<file path="config.mk">
export PLATFORM = sky130hd
export DESIGN_NAME = rstseq_top
export DESIGN_NICKNAME = d
export VERILOG_FILES = /design/src/rstseq_pkg.sv /design/src/rstseq_wdt.sv /design/src/rstseq_svm.sv /design/src/rstseq_top.sv
export SDC_FILE = /design/constraint.sdc
export NUM_CORES = 1
export LEC_CHECK = 0
export BUFFER_PORTS_ARGS = -buffer_cell sky130_fd_sc_hd__buf_4
export CORE_MARGIN = 2
export CORE_UTILIZATION = 55
export CTS_CLUSTER_SIZE = 16
export DETAILED_ROUTE_END_ITERATION = 6
export PLACE_DENSITY = 0.86
export SYNTH_ARGS = -nofsm -noshare
export SYNTH_HDL_FRONTEND = slang
export SYNTH_SLANG_ARGS = --single-unit
</file>
<file path="constraint.sdc">
create_clock -name clk -period 7.4 [get_ports clk]
set_input_delay 0 -clock clk [delete_from_list [all_inputs] [get_ports clk]]
set_output_delay 0 -clock clk [all_outputs]
set_load 0.005 [all_outputs]
</file>
<file path="src/rstseq_pkg.sv">
// rstseq_pkg: constants, register map and state codes of the reset sequencer
// assumes a single 25 MHz clock that also stands in for the high-speed rc clock
package rstseq_pkg;

    // ---------------------------------------------------------------
    // timing
    // ---------------------------------------------------------------
    localparam int CLK_NS    = 40;
    localparam int T_RC_NS   = 13000;
    localparam int T_REG_NS  = 15000;
    localparam int T_NVM_NS  = 150000;
    localparam int T_SVM_NS  = 2500;
    localparam int T_WDT_MS  = 8;
    localparam int SEQ_W     = 12;

    // least times: round up, never below one cycle
    function automatic logic [SEQ_W-1:0] ns_to_cyc(input int ns);
        int c;
        c = (ns + CLK_NS - 1) / CLK_NS;
        if (c < 1) begin
            c = 1;
        end
        return c[SEQ_W-1:0];
    endfunction : ns_to_cyc

    localparam logic [SEQ_W-1:0] RC_CYC  = ns_to_cyc(T_RC_NS);
    localparam logic [SEQ_W-1:0] REG_CYC = ns_to_cyc(T_REG_NS);
    localparam logic [SEQ_W-1:0] NVM_CYC = ns_to_cyc(T_NVM_NS);
    localparam logic [SEQ_W-1:0] SVM_CYC = ns_to_cyc(T_SVM_NS);
    localparam logic [SEQ_W-1:0] SEQ_ONE = 12'h001;
    localparam logic [SEQ_W-1:0] SEQ_ZERO = 12'h000;

    // watchdog: base period shifted by the prescale code, 8 ms .. 16.4 s
    localparam int WDT_BASE_DEF = T_WDT_MS * 1000000 / CLK_NS;
    localparam int WDT_CNT_W    = 29;
    localparam logic [3:0] WDT_PRESC_MAX = 4'hb;
    localparam logic [WDT_CNT_W-1:0] WDT_ONE = 29'h0000001;

    // ---------------------------------------------------------------
    // register map
    // ---------------------------------------------------------------
    localparam logic [7:0] ADDR_CTRL = 8'h00;
    localparam logic [7:0] ADDR_SVM  = 8'h04;
    localparam logic [7:0] ADDR_STAT = 8'h08;

    localparam int CTRL_SWRST   = 0;
    localparam int CTRL_KICK    = 1;
    localparam int CTRL_WDT_EN  = 2;
    localparam int CTRL_WDT_EXC = 3;
    localparam int CTRL_PRESC   = 4;

    localparam int SVM_THR      = 0;
    localparam int SVM_RST_EN   = 3;
    localparam int SVM_FALL_EN  = 4;
    localparam int SVM_RISE_EN  = 5;

    localparam int STAT_CAUSE   = 0;
    localparam int STAT_ABOVE   = 5;
    localparam int STAT_RAMINV  = 6;

    // thresholds ascend: 1.95, 2.0, 2.1, 2.2, 2.3, 2.4, 2.7, 3.0 V
    localparam logic [2:0] SVM_THR_DEF = 3'h1;

    // cause flag positions
    localparam int CAUSE_POR = 0;
    localparam int CAUSE_EXT = 1;
    localparam int CAUSE_SW  = 2;
    localparam int CAUSE_WDT = 3;
    localparam int CAUSE_SVM = 4;
    localparam logic [4:0] CAUSE_RST = 5'h01;

    localparam logic [31:0] RESET_VECTOR = 32'h00000038;

    typedef enum logic [5:0] {
        S_HOLD  = 6'h01,
        S_RC    = 6'h02,
        S_REG   = 6'h04,
        S_NVM   = 6'h08,
        S_SVM   = 6'h10,
        S_RUN   = 6'h20
    } rstseq_state_t;

endpackage : rstseq_pkg

</file>
<file path="src/rstseq_wdt.sv">
// rstseq_wdt: watchdog counter with prescaled period and one-cycle expiry pulse
// assumes clk is the high-speed rc clock and clr holds it while the chip is in reset
`timescale 1ns/1ps
module rstseq_wdt #(
    parameter int BASE_CYC = rstseq_pkg::WDT_BASE_DEF
) (
    // clock and reset
    input  wire logic                          clk,
    input  wire logic                          rst_n,
    // control
    input  wire logic                          clr,
    input  wire logic                          en,
    input  wire logic [3:0]                    presc,
    input  wire logic                          kick,
    input  wire logic                          halt,
    // event
    output logic                               expire
);
    logic [rstseq_pkg::WDT_CNT_W-1:0] cnt_ff;
    logic [rstseq_pkg::WDT_CNT_W-1:0] limit;

    assign limit = rstseq_pkg::WDT_CNT_W'(BASE_CYC) << presc;

    // halt freezes the count so a debug stall resumes where it stopped
    always_ff @(posedge clk or negedge rst_n) begin
        if (!rst_n) begin
            cnt_ff <= '0;
            expire <= 1'b0;
        end else begin
            expire <= 1'b0;
            if (clr || kick || !en) begin
                cnt_ff <= '0;
            end else if (!halt) begin
                if (cnt_ff >= limit - rstseq_pkg::WDT_ONE) begin
                    cnt_ff <= '0;
                    expire <= 1'b1;
                end else begin
                    cnt_ff <= cnt_ff + rstseq_pkg::WDT_ONE;
                end
            end
        end
    end

endmodule : rstseq_wdt

</file>
<file path="src/rstseq_svm.sv">
// rstseq_svm: supply monitor crossing detector
// assumes supply_above comes from the analog comparator set at the chosen level
`timescale 1ns/1ps
module rstseq_svm (
    // clock and reset
    input  wire logic       clk,
    input  wire logic       rst_n,
    // monitor
    input  wire logic       active,
    input  wire logic       supply_above,
    input  wire logic       fall_en,
    input  wire logic       rise_en,
    // results
    output logic            above,
    output logic            irq
);
    always_ff @(posedge clk or negedge rst_n) begin
        if (!rst_n) begin
            above <= 1'b0;
            irq   <= 1'b0;
        end else begin
            above <= supply_above;
            irq   <= active && ((fall_en && above && !supply_above) ||
                                (rise_en && !above && supply_above));
        end
    end

endmodule : rstseq_svm

</file>
<file path="src/rstseq_top.sv">
// rstseq_top: chip reset sequencer, reset source merge, supply monitor and watchdog
// assumes all inputs are synchronous to clk; analog comparators and nvm sit outside
//
// How it works
// - start both oscillators before anything else
// - after rc start-up and default supply ok, regulators on
// - regulator settle, then nvm init fetches threshold
// - load threshold, pause, recheck supply, release cpu
// - released cpu boots, searching internal then external memory
// - five reset causes merge into chip reset
// - power-on holds reset through stabilisation sequence
// - supply below falling threshold restarts whole sequence
// - pin low holds reset; rising edge starts sequence
// - software reset anytime; ram marked invalid
// - monitor may reset chip on supply dip
// - monitor may interrupt on falling or rising crossing
// - monitor on from power-up, extends reset
// - eight software levels, power-up value from nvm
// - watchdog counts rc clock through prescaler
// - watchdog expiry without restart resets chip
// - watchdog cause flag survives the reset
// - optional watchdog exception instead of reset
// - after reset or wake, watchdog on at longest
// - software may disable watchdog or restart it
// - watchdog runs in doze, halts sleep and debug
// - cpu fetches from reset vector 0x38
`timescale 1ns/1ps
module rstseq_top #(
    parameter int WDT_BASE_CYC = rstseq_pkg::WDT_BASE_DEF
) (
    // clock and reset
    input  wire logic        clk,
    input  wire logic        resetn,
    // register port
    input  wire logic [7:0]  reg_addr,
    input  wire logic [31:0] reg_wdata,
    input  wire logic        reg_wr,
    input  wire logic        reg_rd,
    output logic [31:0]      reg_rdata,
    // supply and reset sources
    input  wire logic        por_ok,
    input  wire logic        ext_rst_n,
    input  wire logic        supply_default_ok,
    input  wire logic        supply_above,
    // power state of the cpu
    input  wire logic        sleep,
    input  wire logic        dbg_stall,
    // nonvolatile init
    input  wire logic [2:0]  nvm_thr,
    output logic             nvm_init,
    // analog controls
    output logic             rc_osc_en,
    output logic             xtal_osc_en,
    output logic             reg_en,
    output logic [2:0]       svm_level,
    // cpu side
    output logic             cpu_rst_n,
    output logic [31:0]      reset_vector,
    output logic             svm_irq,
    output logic             wdt_exc,
    output logic             ram_invalid
);

    // ---------------------------------------------------------------
    // reset release
    // ---------------------------------------------------------------
    logic rst_meta_ff;
    logic rst_n_ff;

    always_ff @(posedge clk or negedge resetn) begin
        if (!resetn) begin
            rst_meta_ff <= 1'b0;
            rst_n_ff    <= 1'b0;
        end else begin
            rst_meta_ff <= 1'b1;
            rst_n_ff    <= rst_meta_ff;
        end
    end

    // ---------------------------------------------------------------
    // declarations
    // ---------------------------------------------------------------
    rstseq_pkg::rstseq_state_t state_ff;
    logic [rstseq_pkg::SEQ_W-1:0] seq_cnt_ff;
    logic [2:0]  thr_ff;
    logic        svm_rst_en_ff;
    logic        svm_fall_en_ff;
    logic        svm_rise_en_ff;
    logic        wdt_en_ff;
    logic        wdt_exc_en_ff;
    logic [3:0]  wdt_presc_ff;
    logic [4:0]  cause_ff;
    logic        sleep_ff;
    logic        running;
    logic        wr_ctrl;
    logic        wr_svm;
    logic        wr_stat;
    logic        sw_rst;
    logic        kick;
    logic        wake;
    logic        wdt_expire;
    logic        wdt_rst;
    logic        svm_rst;
    logic        chip_rst;
    logic        svm_above;
    logic        svm_irq_w;
    logic        seq_done;
    logic [4:0]  cause_set;

    assign running  = (state_ff == rstseq_pkg::S_RUN);
    assign wr_ctrl  = reg_wr && (reg_addr == rstseq_pkg::ADDR_CTRL);
    assign wr_svm   = reg_wr && (reg_addr == rstseq_pkg::ADDR_SVM);
    assign wr_stat  = reg_wr && (reg_addr == rstseq_pkg::ADDR_STAT);
    assign sw_rst   = wr_ctrl && reg_wdata[rstseq_pkg::CTRL_SWRST] && running;
    assign kick     = wr_ctrl && reg_wdata[rstseq_pkg::CTRL_KICK];
    assign wake     = sleep_ff && !sleep;
    assign wdt_rst  = wdt_expire && !wdt_exc_en_ff;
    assign svm_rst  = running && svm_rst_en_ff && !supply_above;
    assign seq_done = (seq_cnt_ff == rstseq_pkg::SEQ_ONE);

    // five sources, any one of which drops the chip back to the hold state
    assign chip_rst = !por_ok || !ext_rst_n || sw_rst || wdt_rst || svm_rst;

    always_comb begin
        cause_set = '0;
        cause_set[rstseq_pkg::CAUSE_POR] = !por_ok;
        cause_set[rstseq_pkg::CAUSE_EXT] = !ext_rst_n;
        cause_set[rstseq_pkg::CAUSE_SW]  = sw_rst;
        cause_set[rstseq_pkg::CAUSE_WDT] = wdt_rst;
        cause_set[rstseq_pkg::CAUSE_SVM] = svm_rst;
    end

    // ---------------------------------------------------------------
    // power-up sequence
    // ---------------------------------------------------------------
    always_ff @(posedge clk or negedge rst_n_ff) begin
        if (!rst_n_ff) begin
            state_ff   <= rstseq_pkg::S_HOLD;
            seq_cnt_ff <= rstseq_pkg::SEQ_ZERO;
        end else if (chip_rst) begin
            state_ff   <= rstseq_pkg::S_HOLD;
            seq_cnt_ff <= rstseq_pkg::RC_CYC;
        end else begin
            if (!seq_done && seq_cnt_ff != rstseq_pkg::SEQ_ZERO) begin
                seq_cnt_ff <= seq_cnt_ff - rstseq_pkg::SEQ_ONE;
            end
            case (state_ff)
                rstseq_pkg::S_HOLD: begin
                    state_ff   <= rstseq_pkg::S_RC;
                    seq_cnt_ff <= rstseq_pkg::RC_CYC;
                end
                rstseq_pkg::S_RC: begin
                    // no regulator until the supply clears the default level
                    if (seq_done && supply_default_ok) begin
                        state_ff   <= rstseq_pkg::S_REG;
                        seq_cnt_ff <= rstseq_pkg::REG_CYC;
                    end
                end
                rstseq_pkg::S_REG: begin
                    if (seq_done) begin
                        state_ff   <= rstseq_pkg::S_NVM;
                        seq_cnt_ff <= rstseq_pkg::NVM_CYC;
                    end
                end
                rstseq_pkg::S_NVM: begin
                    if (seq_done) begin
                        state_ff   <= rstseq_pkg::S_SVM;
                        seq_cnt_ff <= rstseq_pkg::SVM_CYC;
                    end
                end
                rstseq_pkg::S_SVM: begin
                    // a low supply keeps the cpu in reset until it recovers
                    if (seq_done && supply_above) begin
                        state_ff <= rstseq_pkg::S_RUN;
                    end
                end
                rstseq_pkg::S_RUN: begin
                    state_ff <= rstseq_pkg::S_RUN;
                end
                default: begin
                    state_ff <= rstseq_pkg::S_HOLD;
                end
            endcase
        end
    end

    // ---------------------------------------------------------------
    // analog controls and cpu release
    // ---------------------------------------------------------------
    always_ff @(posedge clk or negedge rst_n_ff) begin
        if (!rst_n_ff) begin
            rc_osc_en   <= 1'b0;
            xtal_osc_en <= 1'b0;
            reg_en      <= 1'b0;
            nvm_init    <= 1'b0;
            cpu_rst_n   <= 1'b0;
        end else begin
            rc_osc_en   <= !chip_rst && (state_ff != rstseq_pkg::S_HOLD);
            xtal_osc_en <= !chip_rst && (state_ff != rstseq_pkg::S_HOLD);
            reg_en      <= !chip_rst && (state_ff != rstseq_pkg::S_HOLD) &&
                           (state_ff != rstseq_pkg::S_RC);
            nvm_init    <= !chip_rst && (state_ff == rstseq_pkg::S_NVM);
            // the boot search starts from here once the cpu leaves reset
            cpu_rst_n   <= !chip_rst && running;
        end
    end

    always_ff @(posedge clk or negedge rst_n_ff) begin
        if (!rst_n_ff) begin
            reset_vector <= rstseq_pkg::RESET_VECTOR;
        end else begin
            reset_vector <= rstseq_pkg::RESET_VECTOR;
        end
    end

    // ---------------------------------------------------------------
    // supply monitor configuration
    // ---------------------------------------------------------------
    always_ff @(posedge clk or negedge rst_n_ff) begin
        if (!rst_n_ff) begin
            thr_ff         <= rstseq_pkg::SVM_THR_DEF;
            svm_rst_en_ff  <= 1'b0;
            svm_fall_en_ff <= 1'b0;
            svm_rise_en_ff <= 1'b0;
        end else if (!running) begin
            svm_rst_en_ff  <= 1'b0;
            svm_fall_en_ff <= 1'b0;
            svm_rise_en_ff <= 1'b0;
            if (state_ff == rstseq_pkg::S_HOLD) begin
                thr_ff <= rstseq_pkg::SVM_THR_DEF;
            end else if (state_ff == rstseq_pkg::S_NVM && seq_done) begin
                thr_ff <= nvm_thr;
            end
        end else if (wr_svm) begin
            thr_ff         <= reg_wdata[rstseq_pkg::SVM_THR +: 3];
            svm_rst_en_ff  <= reg_wdata[rstseq_pkg::SVM_RST_EN];
            svm_fall_en_ff <= reg_wdata[rstseq_pkg::SVM_FALL_EN];
            svm_rise_en_ff <= reg_wdata[rstseq_pkg::SVM_RISE_EN];
        end
    end

    always_ff @(posedge clk or negedge rst_n_ff) begin
        if (!rst_n_ff) begin
            svm_level <= rstseq_pkg::SVM_THR_DEF;
        end else begin
            svm_level <= thr_ff;
        end
    end

    // the comparator is only trusted while awake or in doze
    rstseq_svm u_svm (
        .clk          (clk),
        .rst_n        (rst_n_ff),
        .active       (running && !sleep),
        .supply_above (supply_above),
        .fall_en      (svm_fall_en_ff),
        .rise_en      (svm_rise_en_ff),
        .above        (svm_above),
        .irq          (svm_irq_w)
    );

    always_ff @(posedge clk or negedge rst_n_ff) begin
        if (!rst_n_ff) begin
            svm_irq <= 1'b0;
        end else begin
            svm_irq <= svm_irq_w;
        end
    end

    // ---------------------------------------------------------------
    // watchdog
    // ---------------------------------------------------------------
    always_ff @(posedge clk or negedge rst_n_ff) begin
        if (!rst_n_ff) begin
            sleep_ff <= 1'b0;
        end else begin
            sleep_ff <= sleep;
        end
    end

    always_ff @(posedge clk or negedge rst_n_ff) begin
        if (!rst_n_ff) begin
            wdt_en_ff     <= 1'b1;
            wdt_exc_en_ff <= 1'b0;
            wdt_presc_ff  <= rstseq_pkg::WDT_PRESC_MAX;
        end else if (!running || wake) begin
            wdt_en_ff     <= 1'b1;
            wdt_exc_en_ff <= wdt_exc_en_ff && running;
            wdt_presc_ff  <= rstseq_pkg::WDT_PRESC_MAX;
        end else if (wr_ctrl) begin
            wdt_en_ff     <= reg_wdata[rstseq_pkg::CTRL_WDT_EN];
            wdt_exc_en_ff <= reg_wdata[rstseq_pkg::CTRL_WDT_EXC];
            if (reg_wdata[rstseq_pkg::CTRL_PRESC +: 4] > rstseq_pkg::WDT_PRESC_MAX) begin
                wdt_presc_ff <= rstseq_pkg::WDT_PRESC_MAX;
            end else begin
                wdt_presc_ff <= reg_wdata[rstseq_pkg::CTRL_PRESC +: 4];
            end
        end
    end

    // count restarts from zero on release and on wake, as if just kicked
    rstseq_wdt #(
        .BASE_CYC (WDT_BASE_CYC)
    ) u_wdt (
        .clk      (clk),
        .rst_n    (rst_n_ff),
        .clr      (!running || wake),
        .en       (wdt_en_ff),
        .presc    (wdt_presc_ff),
        .kick     (kick),
        .halt     (sleep || dbg_stall),
        .expire   (wdt_expire)
    );

    always_ff @(posedge clk or negedge rst_n_ff) begin
        if (!rst_n_ff) begin
            wdt_exc <= 1'b0;
        end else begin
            wdt_exc <= wdt_expire && wdt_exc_en_ff;
        end
    end

    // ---------------------------------------------------------------
    // cause flags and ram validity
    // ---------------------------------------------------------------
    // flags live on the power-on reset only, so they outlast the chip reset
    always_ff @(posedge clk or negedge rst_n_ff) begin
        if (!rst_n_ff) begin
            cause_ff <= rstseq_pkg::CAUSE_RST;
        end else begin
            if (wr_stat) begin
                cause_ff <= (cause_ff & ~reg_wdata[rstseq_pkg::STAT_CAUSE +: 5]) | cause_set;
            end else if (!por_ok) begin
                cause_ff <= cause_set;
            end else begin
                cause_ff <= cause_ff | cause_set;
            end
        end
    end

    // watchdog exception mode leaves memory intact, so only true resets mark it
    always_ff @(posedge clk or negedge rst_n_ff) begin
        if (!rst_n_ff) begin
            ram_invalid <= 1'b1;
        end else if (chip_rst) begin
            ram_invalid <= 1'b1;
        end else if (wr_stat && reg_wdata[rstseq_pkg::STAT_RAMINV]) begin
            ram_invalid <= 1'b0;
        end
    end

    // ---------------------------------------------------------------
    // register read
    // ---------------------------------------------------------------
    always_ff @(posedge clk or negedge rst_n_ff) begin
        if (!rst_n_ff) begin
            reg_rdata <= '0;
        end else begin
            reg_rdata <= '0;
            if (reg_rd) begin
                case (reg_addr)
                    rstseq_pkg::ADDR_CTRL: begin
                        reg_rdata[rstseq_pkg::CTRL_WDT_EN]     <= wdt_en_ff;
                        reg_rdata[rstseq_pkg::CTRL_WDT_EXC]    <= wdt_exc_en_ff;
                        reg_rdata[rstseq_pkg::CTRL_PRESC +: 4] <= wdt_presc_ff;
                    end
                    rstseq_pkg::ADDR_SVM: begin
                        reg_rdata[rstseq_pkg::SVM_THR +: 3]  <= thr_ff;
                        reg_rdata[rstseq_pkg::SVM_RST_EN]    <= svm_rst_en_ff;
                        reg_rdata[rstseq_pkg::SVM_FALL_EN]   <= svm_fall_en_ff;
                        reg_rdata[rstseq_pkg::SVM_RISE_EN]   <= svm_rise_en_ff;
                    end
                    rstseq_pkg::ADDR_STAT: begin
                        reg_rdata[rstseq_pkg::STAT_CAUSE +: 5] <= cause_ff;
                        reg_rdata[rstseq_pkg::STAT_ABOVE]      <= svm_above;
                        reg_rdata[rstseq_pkg::STAT_RAMINV]     <= ram_invalid;
                    end
                    default: begin
                        reg_rdata <= '0;
                    end
                endcase
            end
        end
    end

endmodule : rstseq_top

</file>
==> metrics.md <==
| Metric | Value |
|---|---|
| Status | finished, final reports clean |
| Actual slew at the worst max-slew pin | 0.877 ns |
| DR vias/cell | just under 6 |
| Core area | 10800 sq um |
| Inserted Clock Buffers | 9 |
| IR drop worst, VDD | 0.0000995 V |
| Total GRT Usage | 24.0% |
| Syn. warnings | 0 |
| Setup tns final | 0 ns |
| Slew headroom | 41.5% |
| Syn Std Cell Area | 6110 sq um |
| Chip Height | 109 microns |
| DP Wirelength | 9.62 mm |
| Number of library cell types mapped by synthesis | 69 |
| Total number of vias | roughly 5500 |
| Tot Pwr | roughly 1 mW |
| Post-synthesis async set-or-reset flop share | 100% |
| Layout area overhead | 10.8% |
| GP Congestion | just over 0.9 |
| FF-to-FF path depth | 14 |
| Setup crit end kind | flop |
| Worst hold path depth | 4 |
| Final setup viols | 0 |
| First-pass GRT wire length | around 23 mm |
| Routed Antenna Nets | 0 |
| Largest net degree at the start of global routing | 71 |
| I/O Buffers | 47 |
| Remaining DRCs | 0 |
| Most common cell after layout, fill and taps aside | nand2_1 |
| Nets | 866 |
| Root buffer cell | clkbuf_8 |
| Post-Route WL | roughly 14 mm |
| Setup Fix Bufs, Post-CTS | 0 |
| RSZ-0062 raised after global routing | no |
| Critical path class | reg2reg |
| Syn avg cell area | roughly 8.4 sq um |
| Initial antenna violation count | 0 |
| Worst Path Max Fanout | 26 |
| Post-synth EDFFs | 0 |
| Commonest non-fill, non-tap cells in the layout | nand2_1, dfrtp_1, nor2_1 |
| Worst Setup Start Kind | flop |
| H-tree Lvls | 3 |
| Die W | 109 microns |
| Final period utilization | 66.5% |
| Worst endpoint data arrival time | 5.18 ns |
| Gate count after technology mapping | 731 |
| Total grt overflow | 0 |
| Final Max Tran Viols | 0 |
| Synth Register Bits | 88 |
| Cts hold-fix bufs | 19 |
| Total die area | around 12000 sq um |
| Wire per inst | 15.4 microns |
| Hold Crit Class | in2reg |
| Number of clock sinks | 88 |
| Diodes inserted | 0 |
| Max-cap violations | 0 |
| Final core utilization | 62.4% |
| Worst Clk Skew | 0.0170 ns |
| Bufs on Longest Clock Path | 2 |
| Fin crit period | 4.92 ns |
| Post-synth top flop | dfrtp_1 |
| Number of global-route vias before repair | 4661 |
| DRT iter0 DRCs | 493 |
| PwrDens | between 100 and 150 nW/um^2 |
| Post-CTS Resized | 0 |
| Rows | 38 |
| Pre-antenna DRT Iters | 6 |
| Skew-Pair Late Insertion Delay | about 0.38 ns |
| Max frequency | 203 MHz |
| Clk slew on worst S/H paths | around 0.11 ns |
| Share of cells above drive strength 1 | 13.0% |
| Sequential area share after synthesis | 36.3% |
| Starting Density | a little under three fifths |
| P_leak | 2.98 nW |
| CTS tree | built |
| Num ports | around 130 |
| Final hold viol count | 0 |
| Data required time at the worst endpoint | 7.66 ns |
critical path, cell delays in order (launching register included):
cell and delay, ns:
dfstp_2 0.69, inv_1 0.13, ha_1 0.37, mux4_2 0.51, a211oi_1 0.29, nand4_1 0.15, xor2_1 0.21, ha_1 0.32
a21oi_1 0.14, o21ai_0 0.13, a221o_1 0.37, nor3_4 0.59, buf_4 0.39, nand2_1 0.14, o41ai_1 0.35
cells by family after synthesis:
kind of cell / Yosys count / synth area share, %
xor+xnor: 15 / 2.15
simple gates: 326 / 26.8
mux: 16 / 2.89
flops: 88 / 36.3
fa+ha+maj: 34 / 6.97
compound gates: 147 / 14.8
other cells: 2 / 0.123
buf+inv: 103 / 10.1
per-stage QoR:
step	hold WS (ns)	std cells	cell area, sq um	setup slack [ns]
after floorplan	-0.296	786	6310	3.28
after global placement	-0.216	889	6320	2.67
after detailed placement	-0.217	889	6320	2.60
after CTS	0.0212	924	6760	2.59
after global routing	0.0398	924	6760	2.12
final	0.0191	924	6760	2.48
power by group:
part           switching [mW]  internal, mW  leakage, nW  total [mW]
registers             0.00968         0.490         1.16       0.500
clock network           0.196         0.229        0.125       0.424
logic                  0.0457        0.0315         1.70      0.0771
total                   0.251         0.750         2.98        1.00
final timing paths:
kind	from	endpoint	slack, ns
max	wdt_presc_ff[0]	u_wdt.cnt_ff[20]	2.48
min	reg_addr[3]	reg_rdata[2]	0.02
max reg2reg	wdt_presc_ff[0]	u_wdt.cnt_ff[20]	2.48
min reg2reg	rst_n_ff	seq_cnt_ff[6]	0.19
max in group asynchronous	rst_n_ff	u_wdt.cnt_ff[21]	6.08
min in group asynchronous	rst_n_ff	seq_cnt_ff[6]	0.19
registers in the layout, indices dropped and copies added, names as in the netlist, 3 cells and up:
register	cells
u_wdt.cnt_ff	29
seq_cnt_ff	12
reg_rdata	8
state_ff	6
cause_ff	5
wdt_presc_ff	4
svm_level	3
thr_ff	3
layout make-up:
| cell class | instances | area (sq um) |
|---|---|---|
| Timing Repair Buffer | 71 | 581 |
| Tap cell | 140 | 175 |
| Inverter | 14 | 52.6 |
| Clock inverter | 7 | 125 |
| Fill cell | 894 | 4080 |
| Multi-Input combinational cell | 595 | 3490 |
| Sequential cell | 88 | 2220 |
| Clock buffer | 9 | 124 |
cell usage after synthesis (8+ instances only):
| cell type | instances | area [sq um] |
|---|---|---|
| ha_1 | 34 | 425 |
| nand4_1 | 16 | 100 |
| dfstp_2 | 9 | 236 |
| nor2b_1 | 10 | 62.6 |
| o21ai_0 | 38 | 190 |
| nand2_1 | 95 | 357 |
| and2_1 | 10 | 62.6 |
| a21oi_1 | 48 | 240 |
| nor4_1 | 8 | 50.1 |
| nor3_1 | 32 | 160 |
| mux2i_1 | 12 | 120 |
| dfrtp_1 | 79 | 1980 |
| nor2_1 | 71 | 267 |
| buf_4 | 57 | 428 |
| xnor2_1 | 9 | 78.8 |
| a31oi_1 | 20 | 125 |
| inv_1 | 13 | 48.8 |
| nand3_1 | 35 | 175 |
| clkbuf_1 | 22 | 82.6 |
metal layers:
| metal | wire [microns] | part of all wire [%] | global-route usage [%] | vias up |
|---|---|---|---|---|
| met5 | 0 | 0 | 0 | - |
| li1 | - | - | - | 2595 |
| met3 | 990 | 6.9 | 3.56 | 28 |
| met4 | 249 | 1.7 | 8.23 | 0 |
| met1 | 6080 | 43 | 32.5 | 2611 |
| met2 | 6950 | 49 | 39.5 | 249 |
Note: power is estimated with default switching activity, not from simulation.
